## src/rtl/overcurrent_pkg.sv

```systemverilog
`default_nettype none
package overcurrent_pkg;
    // Command codes of the register map.
    localparam logic [7:0] CMD_CLEAR_FAULTS = 8'h03;
    localparam logic [7:0] CMD_FAULT_ACTION = 8'h41;
    localparam logic [7:0] CMD_FAULT_THRESHOLD = 8'h46;
    localparam logic [7:0] CMD_STATUS_CURRENT = 8'h7b;
    localparam logic [7:0] CMD_DELAY_UNIT = 8'hd2;
    // Field positions of the fault action byte.
    localparam int ACT_RESP_HI = 7;
    localparam int ACT_RESP_LO = 6;
    localparam int ACT_RETRY_HI = 5;
    localparam int ACT_RETRY_LO = 3;
    localparam int ACT_DELAY_HI = 2;
    localparam int ACT_DELAY_LO = 0;
    // Status byte bits.
    localparam int STAT_OC_FAULT = 7;
    localparam int STAT_OC_OFF = 6;
    // Response codes and special retry codes.
    localparam logic [1:0] RESP_IGNORE = 2'h0;
    localparam logic [1:0] RESP_RIDE = 2'h1;
    localparam logic [1:0] RESP_DISABLE = 2'h2;
    localparam logic [1:0] RESP_HOLD = 2'h3;
    localparam logic [2:0] RETRY_NONE = 3'h0;
    localparam logic [2:0] RETRY_FOREVER = 3'h7;
    // Values after reset.
    localparam logic [7:0] ACTION_RESET = 8'h80;
    localparam logic [15:0] THRESHOLD_RESET = 16'hf8c8;
    localparam logic [15:0] DELAY_UNIT_RESET = 16'h0001;
    // Time base: the delay unit register counts microseconds.
    localparam int CLK_MHZ = 100;
    localparam int US_TIME = 1;
    localparam int US_CYCLES = US_TIME * CLK_MHZ;
    localparam logic [6:0] US_LAST = 7'(US_CYCLES - 1);
    typedef enum logic [6:0] {
        ST_OFF = 7'h01,
        ST_RUN = 7'h02,
        ST_RIDE = 7'h04,
        ST_HOLD = 7'h08,
        ST_WAIT = 7'h10,
        ST_RESTART = 7'h20,
        ST_LATCH = 7'h40
    } oc_state_t;
endpackage : overcurrent_pkg
`default_nettype wire

```

## src/rtl/overcurrent_fault_response.sv

```systemverilog
`default_nettype none
// Notes on behaviour
// - Fault threshold is a 16-bit linear-format current value.
// - Response action comes from bits 7:6 of the action register.
// - Action 00 keeps the output running through the fault.
// - Action 01 rides through the delay, then follows the retry setting if fault remains.
// - Action 10 disables output at once, then follows the retry setting.
// - Action 11 holds output off only while the fault persists.
// - Retry code 000 never restarts; output stays off until cleared.
// - Retry codes 001..011 give one to three attempts, then latch off.
// - Attempt starts are spaced by two to the power of the delay count, times the unit.
// - Retry code 111 restarts without limit.
// - Status clear, clear-faults command or reset clear the latched fault.
// - Commanding output off then on clears the latched fault.
// - Delay count 0..7 means 1 to 128 delay units.
// - Delay unit length comes from register 0xd2.
// - Retry codes 100..110 give four to six attempts, then latch off.
// - Endless retry stops on off command or another shutdown fault.
module overcurrent_fault_response
(
    // Clock and reset.
    input wire logic mclk,
    input wire logic srst,
    // Command port.
    input wire logic cmd_valid,
    input wire logic cmd_write,
    input wire logic [7:0] cmd_code,
    input wire logic [15:0] cmd_wdata,
    output logic rsp_valid_reg,
    output logic rsp_error_reg,
    output logic [15:0] rsp_rdata_reg,
    // Power stage.
    input wire logic [15:0] iout_meas,
    input wire logic output_on_cmd,
    input wire logic other_fault,
    output logic output_enable_reg,
    output logic oc_fault_flag_reg
);
    import overcurrent_pkg::*;

    logic [7:0] action_reg;
    logic [15:0] threshold_reg;
    logic [15:0] delay_unit_reg;
    logic [6:0] us_count_reg;
    logic [15:0] unit_count_reg;
    logic [7:0] timer_reg;
    logic [7:0] timer_next;
    logic [2:0] retries_reg;
    logic [2:0] retries_next;
    logic on_prev_reg;
    oc_state_t state_reg;
    oc_state_t state_next;

    function automatic logic [41:0] lin_to_fixed(input logic [15:0] v);
        logic [41:0] m;
        logic [4:0] sh;
        m = {32'h0, v[9:0]};
        sh = {~v[15], v[14:11]};
        if (v[10]) begin
            lin_to_fixed = 42'h0;
        end else begin
            lin_to_fixed = m << sh;
        end
    endfunction : lin_to_fixed

    // Command decode.
    wire wr = cmd_valid && cmd_write;
    wire rd = cmd_valid && !cmd_write;
    wire wr_action = wr && (cmd_code == CMD_FAULT_ACTION);
    wire wr_thresh = wr && (cmd_code == CMD_FAULT_THRESHOLD);
    wire wr_unit = wr && (cmd_code == CMD_DELAY_UNIT);
    wire clear_cmd = wr && (cmd_code == CMD_CLEAR_FAULTS);
    wire clear_bit = wr && (cmd_code == CMD_STATUS_CURRENT) && cmd_wdata[STAT_OC_FAULT];
    wire clear_any = clear_cmd || clear_bit;
    wire on_rise = output_on_cmd && !on_prev_reg;
    wire code_known = (cmd_code == CMD_FAULT_ACTION) || (cmd_code == CMD_FAULT_THRESHOLD) ||
                      (cmd_code == CMD_DELAY_UNIT) || (cmd_code == CMD_STATUS_CURRENT) ||
                      (cmd_code == CMD_CLEAR_FAULTS && cmd_write);

    // Action fields.
    // response field
    wire [1:0] resp = action_reg[ACT_RESP_HI:ACT_RESP_LO];
    wire [2:0] retry_set = action_reg[ACT_RETRY_HI:ACT_RETRY_LO];
    wire [2:0] delay_cnt = action_reg[ACT_DELAY_HI:ACT_DELAY_LO];
    wire [7:0] delay_units = 8'h01 << delay_cnt;
    wire retry_forever = (retry_set == RETRY_FOREVER);

    wire oc_detect = lin_to_fixed(iout_meas) > lin_to_fixed(threshold_reg);

    wire [15:0] unit_len = (delay_unit_reg == 16'h0) ? 16'h0001 : delay_unit_reg;
    wire us_tick = (us_count_reg == US_LAST);
    wire unit_tick = us_tick && (unit_count_reg >= unit_len - 16'h0001);
    wire timer_done = (timer_reg == 8'h0);

    wire [7:0] status_byte = {oc_fault_flag_reg, ~output_enable_reg & ~state_reg[0], 6'h0};
    wire [15:0] rd_mux = (cmd_code == CMD_FAULT_ACTION) ? {8'h0, action_reg} :
                         (cmd_code == CMD_FAULT_THRESHOLD) ? threshold_reg :
                         (cmd_code == CMD_DELAY_UNIT) ? delay_unit_reg :
                         (cmd_code == CMD_STATUS_CURRENT) ? {8'h0, status_byte} : 16'h0;

    wire out_en_next = (state_next == ST_RUN) || (state_next == ST_RIDE) ||
                       (state_next == ST_RESTART);

    always_comb begin
        state_next = state_reg;
        timer_next = (unit_tick && !timer_done) ? timer_reg - 8'h01 : timer_reg;
        retries_next = retries_reg;
        if (!output_on_cmd) begin
            state_next = ST_OFF;
        end else if (on_rise || state_reg == ST_OFF) begin
            state_next = ST_RUN;
        end else if (other_fault) begin
            state_next = ST_LATCH;
        end else if (clear_any && state_reg != ST_RUN && state_reg != ST_RIDE) begin
            state_next = ST_RUN;
        end else begin
            unique case (state_reg)
                ST_RUN: begin
                    if (oc_detect) begin
                        unique case (resp)
                            RESP_IGNORE: state_next = ST_RUN;
                            RESP_RIDE: begin
                                state_next = ST_RIDE;
                                timer_next = delay_units;
                            end
                            RESP_DISABLE: begin
                                state_next = (retry_set == RETRY_NONE) ? ST_LATCH : ST_WAIT;
                                timer_next = delay_units;
                                retries_next = retry_set;
                            end
                            RESP_HOLD: state_next = ST_HOLD;
                        endcase
                    end
                end
                ST_RIDE: begin
                    if (timer_done) begin
                        state_next = !oc_detect ? ST_RUN :
                                     (retry_set == RETRY_NONE) ? ST_LATCH : ST_WAIT;
                        timer_next = delay_units;
                        retries_next = retry_set;
                    end
                end
                ST_HOLD: begin
                    if (!oc_detect) begin
                        state_next = ST_RUN;
                    end
                end
                ST_WAIT: begin
                    if (timer_done) begin
                        state_next = ST_RESTART;
                        timer_next = delay_units;
                    end
                end
                ST_RESTART: begin
                    if (oc_detect) begin
                        if (!retry_forever && retries_reg == 3'h1) begin
                            state_next = ST_LATCH;
                        end else begin
                            state_next = ST_WAIT;
                            retries_next = retry_forever ? retries_reg : retries_reg - 3'h1;
                        end
                    end else if (timer_done) begin
                        state_next = ST_RUN;
                    end
                end
                ST_LATCH: state_next = ST_LATCH;
                default: state_next = ST_OFF;
            endcase
        end
    end

    always_ff @(posedge mclk) begin
        if (srst) begin
            action_reg <= ACTION_RESET;
            threshold_reg <= THRESHOLD_RESET;
            delay_unit_reg <= DELAY_UNIT_RESET;
        end else begin
            if (wr_action) begin
                action_reg <= cmd_wdata[7:0];
            end
            if (wr_thresh) begin
                threshold_reg <= cmd_wdata;
            end
            if (wr_unit) begin
                delay_unit_reg <= cmd_wdata;
            end
        end
    end

    always_ff @(posedge mclk) begin
        if (srst) begin
            us_count_reg <= 7'h0;
            unit_count_reg <= 16'h0;
        end else begin
            us_count_reg <= us_tick ? 7'h0 : us_count_reg + 7'h01;
            if (us_tick) begin
                unit_count_reg <= unit_tick ? 16'h0 : unit_count_reg + 16'h0001;
            end
        end
    end

    always_ff @(posedge mclk) begin
        if (srst) begin
            state_reg <= ST_OFF;
            timer_reg <= 8'h0;
            retries_reg <= 3'h0;
            on_prev_reg <= 1'b0;
            output_enable_reg <= 1'b0;
        end else begin
            state_reg <= state_next;
            timer_reg <= timer_next;
            retries_reg <= retries_next;
            on_prev_reg <= output_on_cmd;
            output_enable_reg <= out_en_next;
        end
    end

    always_ff @(posedge mclk) begin
        if (srst) begin
            oc_fault_flag_reg <= 1'b0;
        end else if (oc_detect) begin
            oc_fault_flag_reg <= 1'b1;
        end else if (clear_any || on_rise) begin
            oc_fault_flag_reg <= 1'b0;
        end
    end

    always_ff @(posedge mclk) begin
        if (srst) begin
            rsp_valid_reg <= 1'b0;
            rsp_error_reg <= 1'b0;
            rsp_rdata_reg <= 16'h0;
        end else begin
            rsp_valid_reg <= cmd_valid;
            rsp_error_reg <= cmd_valid && !code_known;
            rsp_rdata_reg <= rd ? rd_mux : 16'h0;
        end
    end

    wire quiet = output_on_cmd && !on_rise && !other_fault && !clear_any;
endmodule : overcurrent_fault_response
`default_nettype wire

```

## config.mk

```make
export PLATFORM = sky130hd
export DESIGN_NAME = overcurrent_fault_response
export DESIGN_NICKNAME = d
export VERILOG_FILES = /design/src/rtl/overcurrent_pkg.sv /design/src/rtl/overcurrent_fault_response.sv
export SDC_FILE = /design/constraint.sdc
export NUM_CORES = 1
export LEC_CHECK = 0
export ABC_AREA = 0
export CAP_MARGIN = 30
export CELL_PAD_IN_SITES_DETAIL_PLACEMENT = 1
export CELL_PAD_IN_SITES_GLOBAL_PLACEMENT = 1
export CORE_ASPECT_RATIO = 1.5
export CORE_UTILIZATION = 48
export DETAILED_ROUTE_END_ITERATION = 10
export DONT_BUFFER_PORTS = 1
export GPL_ROUTABILITY_DRIVEN = 1
export MAX_ROUTING_LAYER = met4
export PLACE_DENSITY_LB_ADDON = 0.08
export SYNTH_ARGS = -nofsm -noshare
export SYNTH_HDL_FRONTEND = slang
export SYNTH_SLANG_ARGS = --single-unit
```

## constraint.sdc

```tcl
create_clock -name mclk -period 6 [get_ports mclk]
set_clock_uncertainty 0.2 [all_clocks]
set_input_delay 0.9 -clock mclk [delete_from_list [all_inputs] [get_ports mclk]]
set_output_delay 0.9 -clock mclk [all_outputs]
set_load 0.02 [all_outputs]
```

==> results.sh <==
export IMPL_cp_end_kind="flop"
export IMPL_reg2reg_from="delay_unit_reg[10]"
export IMPL_nNetsFinal=1105
export IMPL_core_area_mm2=0.0157
export IMPL_max_clock_freq_mhz=198
export IMPL_drtIter0Drc=351
export IMPL_fin_crit_sh=0.843
export IMPL_drt_wl_total_mm=24.0
export IMPL_power_leakage_nw=3.25
export IMPL_syn_num_nets=1149
export IMPL_h_tree_depth=3
export IMPL_numCtsBuffers=9
export IMPL_async_flop_share=0
export IMPL_crit_chain="nor4_1, nand2b_1, nor4_1, buf_4, a31oi_1, ha_1, and2_1, nand2_1, xor2_1, ha_1, and3_1, a221o_1, a31oi_1, o21ai_0, nand2_1, or4_1, xnor2_1, a211oi_1"
export IMPL_avgViaCountPerCell=6.08
export IMPL_outcome="complete, no violations"
export IMPL_r2r_end="timer_reg[7]"
export IMPL_die_width_um=106
export IMPL_holdWs_ns=0.253
export IMPL_cts_root_buf="clkbuf_16"
export IMPL_dpl_hpwl_mm=18.9
export IMPL_cts_resized=0
export IMPL_clock_latency_ns=0.35
export IMPL_worst_path_max_fanout=7
export IMPL_die_y_um=158
export IMPL_cts_max_path_buffers=2
export IMPL_grt_start_max_net_pins=61
export IMPL_synth_ff_latch_count=102
export IMPL_antenna_found_initial=0
export IMPL_cellPowerDensity_mw_per_mm2=178
export IMPL_place_gp_congestion=0.942
export IMPL_setup_violations=0
export IMPL_portBuffers=0
export IMPL_ys_seq_area_frac=0.264
export IMPL_final_cell_mix="nand2_1, nor2_1, dfxtp_1"
export IMPL_initial_utilization=0.493
export IMPL_peakVddDrop_mv=0.120
export IMPL_cts_hold_buf=0
export IMPL_worst_path_stages=18
export IMPL_cts_sinks=102
export IMPL_gr_total_overflow=0
export IMPL_critPathKind="reg -> reg"
export IMPL_grt_pass1_vias=7583
export IMPL_cts_clk_slew_worst_paths_ns=0.08
export IMPL_yosys_warnings=0
export IMPL_maxSlewViolCount=0
export IMPL_gr_usage_all_layers=0.303
export IMPL_instances_no_fill=1200
export IMPL_dr_pass1_iters=5
export IMPL_place_inst=1184
export IMPL_max_cap_viol_count=0
export IMPL_drtAntennaViolNets=0
export IMPL_ff2ff_path_depth=18
export IMPL_worst_pin_slew_ns=0.868
export IMPL_final_common_cell="nand2_1"
export IMPL_dieArea_mm2=0.0167
export IMPL_avgSynthCellArea_um2=7.48
export IMPL_syn_area_mm2=0.00774
export IMPL_grt_pass1_wl_mm=38.6
export IMPL_area_growth_syn_to_layout_pct=4.59
export IMPL_ys_flop_type="dfxtp_1"
export IMPL_synthCells=1036
export IMPL_rows=56
export IMPL_grt_setup_unrepaired="false"
export IMPL_crit_end="timer_reg[7]"
export IMPL_crit_path_start="delay_unit_reg[10]"
export IMPL_wl_per_cell_um=20.0
export IMPL_finalHoldViolCount=0
export IMPL_hold_path_depth=1
export IMPL_r2r_slack_ns=0.94
export IMPL_io_pins=66
export IMPL_drc=0
export IMPL_post_cts_buffers=0
export IMPL_synth_cell_types=70
export IMPL_min_period_ns=5.06
export IMPL_drive_above_1_share=0.0582
export IMPL_vias=7290
export IMPL_cp_top_family="simple AND/OR/NAND/NOR gates"
export IMPL_synth_edf_count=0
export IMPL_cts_tree="done"
export IMPL_tns_ns=0
export IMPL_worstPathArrival_ns=5.14
export IMPL_cp_num_buf_inv=1
export IMPL_required_ns=6.08
export IMPL_cp_slowest_stage_delay_ns=0.55
export IMPL_slew_headroom=0.421
export IMPL_cpMaxStageDelayCell="o21ai_0"
export IMPL_hp_class="reg -> reg"
export IMPL_startpoint_type="flop"
export IMPL_antenna_diode_count=0
## metal layers
| metal | track usage | share of wire |
|---|---|---|
| met5 | - | 0 |
| met1 | 0.322 | 0.40 |
| met4 | 0.122 | 0.033 |
| met2 | 0.566 | 0.54 |
| met3 | 0.0354 | 0.032 |
## power breakdown
group	internal (mW)	leakage [nW]	switching (mW)
Sequential	0.682	0.824	0.0104
Combinational	0.0619	2.29	0.0969
Clock	0.295	0.140	0.298
## worst min-delay path by stage
stage                    startpoint              end  slack, ns
global route        us_count_reg[0]  us_count_reg[0]       0.28
floorplan           us_count_reg[0]  us_count_reg[0]       0.22
CTS                 us_count_reg[0]  us_count_reg[0]       0.26
finish              us_count_reg[0]  us_count_reg[0]       0.25
global placement    us_count_reg[0]  us_count_reg[0]       0.23
detailed placement  us_count_reg[0]  us_count_reg[0]       0.24
## through the flow
step                      total power [mW]  setup WS, ns  utilization  instance area (µm²)
after global placement               0.863          1.20        0.497                 7800
final                                 1.44         0.941        0.516                 8100
after global routing                  1.49         0.656        0.516                 8100
after detailed placement             0.866          1.12        0.497                 7800
after floorplan                      0.834          1.42            -                 7740
after CTS                             1.46         0.995        0.516                 8100
## final cells by class
class | count | area (µm²)
tap | 203 | 254
sequential | 102 | 2040
clock inverter | 7 | 76.3
timing repair buffer | 4 | 30.0
multi-input combinational | 849 | 5380
inverter | 26 | 97.6
clock buffer | 9 | 225
fill | 2035 | 7590
## logic make-up (layout without fill, tap and decap cells)
logic type	count (synthesis)	in the layout	share of synthesized area
compound gates	200	200	0.170
xor+xnor	38	38	0.0430
fa+ha+maj	67	67	0.108
buf+inv	85	46	0.0423
flops	102	102	0.264
mux	52	52	0.0701
simple gates	492	492	0.302
## Yosys cell counts, types with 4 or more instances
| cell | n | share of area |
|---|---|---|
| o21ai_0 | 25 | 0.016 |
| nand3_1 | 30 | 0.019 |
| nand2b_1 | 14 | 0.011 |
| a211oi_1 | 7 | 0.0068 |
| dfxtp_1 | 102 | 0.26 |
| clkbuf_1 | 49 | 0.024 |
| nor4b_1 | 4 | 0.0045 |
| and3_1 | 15 | 0.012 |
| or2_2 | 10 | 0.0081 |
| nor3_1 | 16 | 0.010 |
| nand3b_1 | 11 | 0.011 |
| o211ai_1 | 6 | 0.0058 |
| nor4_1 | 10 | 0.0081 |
| a221oi_1 | 4 | 0.0045 |
| o21a_1 | 4 | 0.0039 |
| nor3b_1 | 4 | 0.0039 |
| a31oi_1 | 8 | 0.0065 |
| nand4_1 | 14 | 0.011 |
| nor2_1 | 149 | 0.072 |
| a21o_1 | 14 | 0.014 |
| buf_2 | 6 | 0.0039 |
| mux2i_1 | 34 | 0.044 |
| a22oi_1 | 19 | 0.018 |
| and4_1 | 4 | 0.0045 |
| nor2b_1 | 15 | 0.012 |
| ha_1 | 67 | 0.11 |
| a222oi_1 | 6 | 0.0078 |
| and2_1 | 9 | 0.0073 |
| xnor2_1 | 16 | 0.018 |
| a21oi_1 | 69 | 0.045 |
| a32oi_1 | 5 | 0.0057 |
| inv_1 | 25 | 0.012 |
| or3_1 | 10 | 0.0081 |
| o22ai_1 | 8 | 0.0065 |
| mux2_2 | 18 | 0.026 |
| nand2_1 | 158 | 0.077 |
| xor2_1 | 22 | 0.025 |
## worst register-to-register path, delay by kind of cell (launching register included)
family,cells,cell delay (ns)
flip-flops,1,0.38
AO/OA/AOI/OAI,5,1.06
adder cells (fa/ha/maj),2,0.52
XOR/XNOR,2,0.22
AND/OR/NAND/NOR,8,2.37
buffers and inverters,1,0.23
Power figures use the tool's default switching activity.
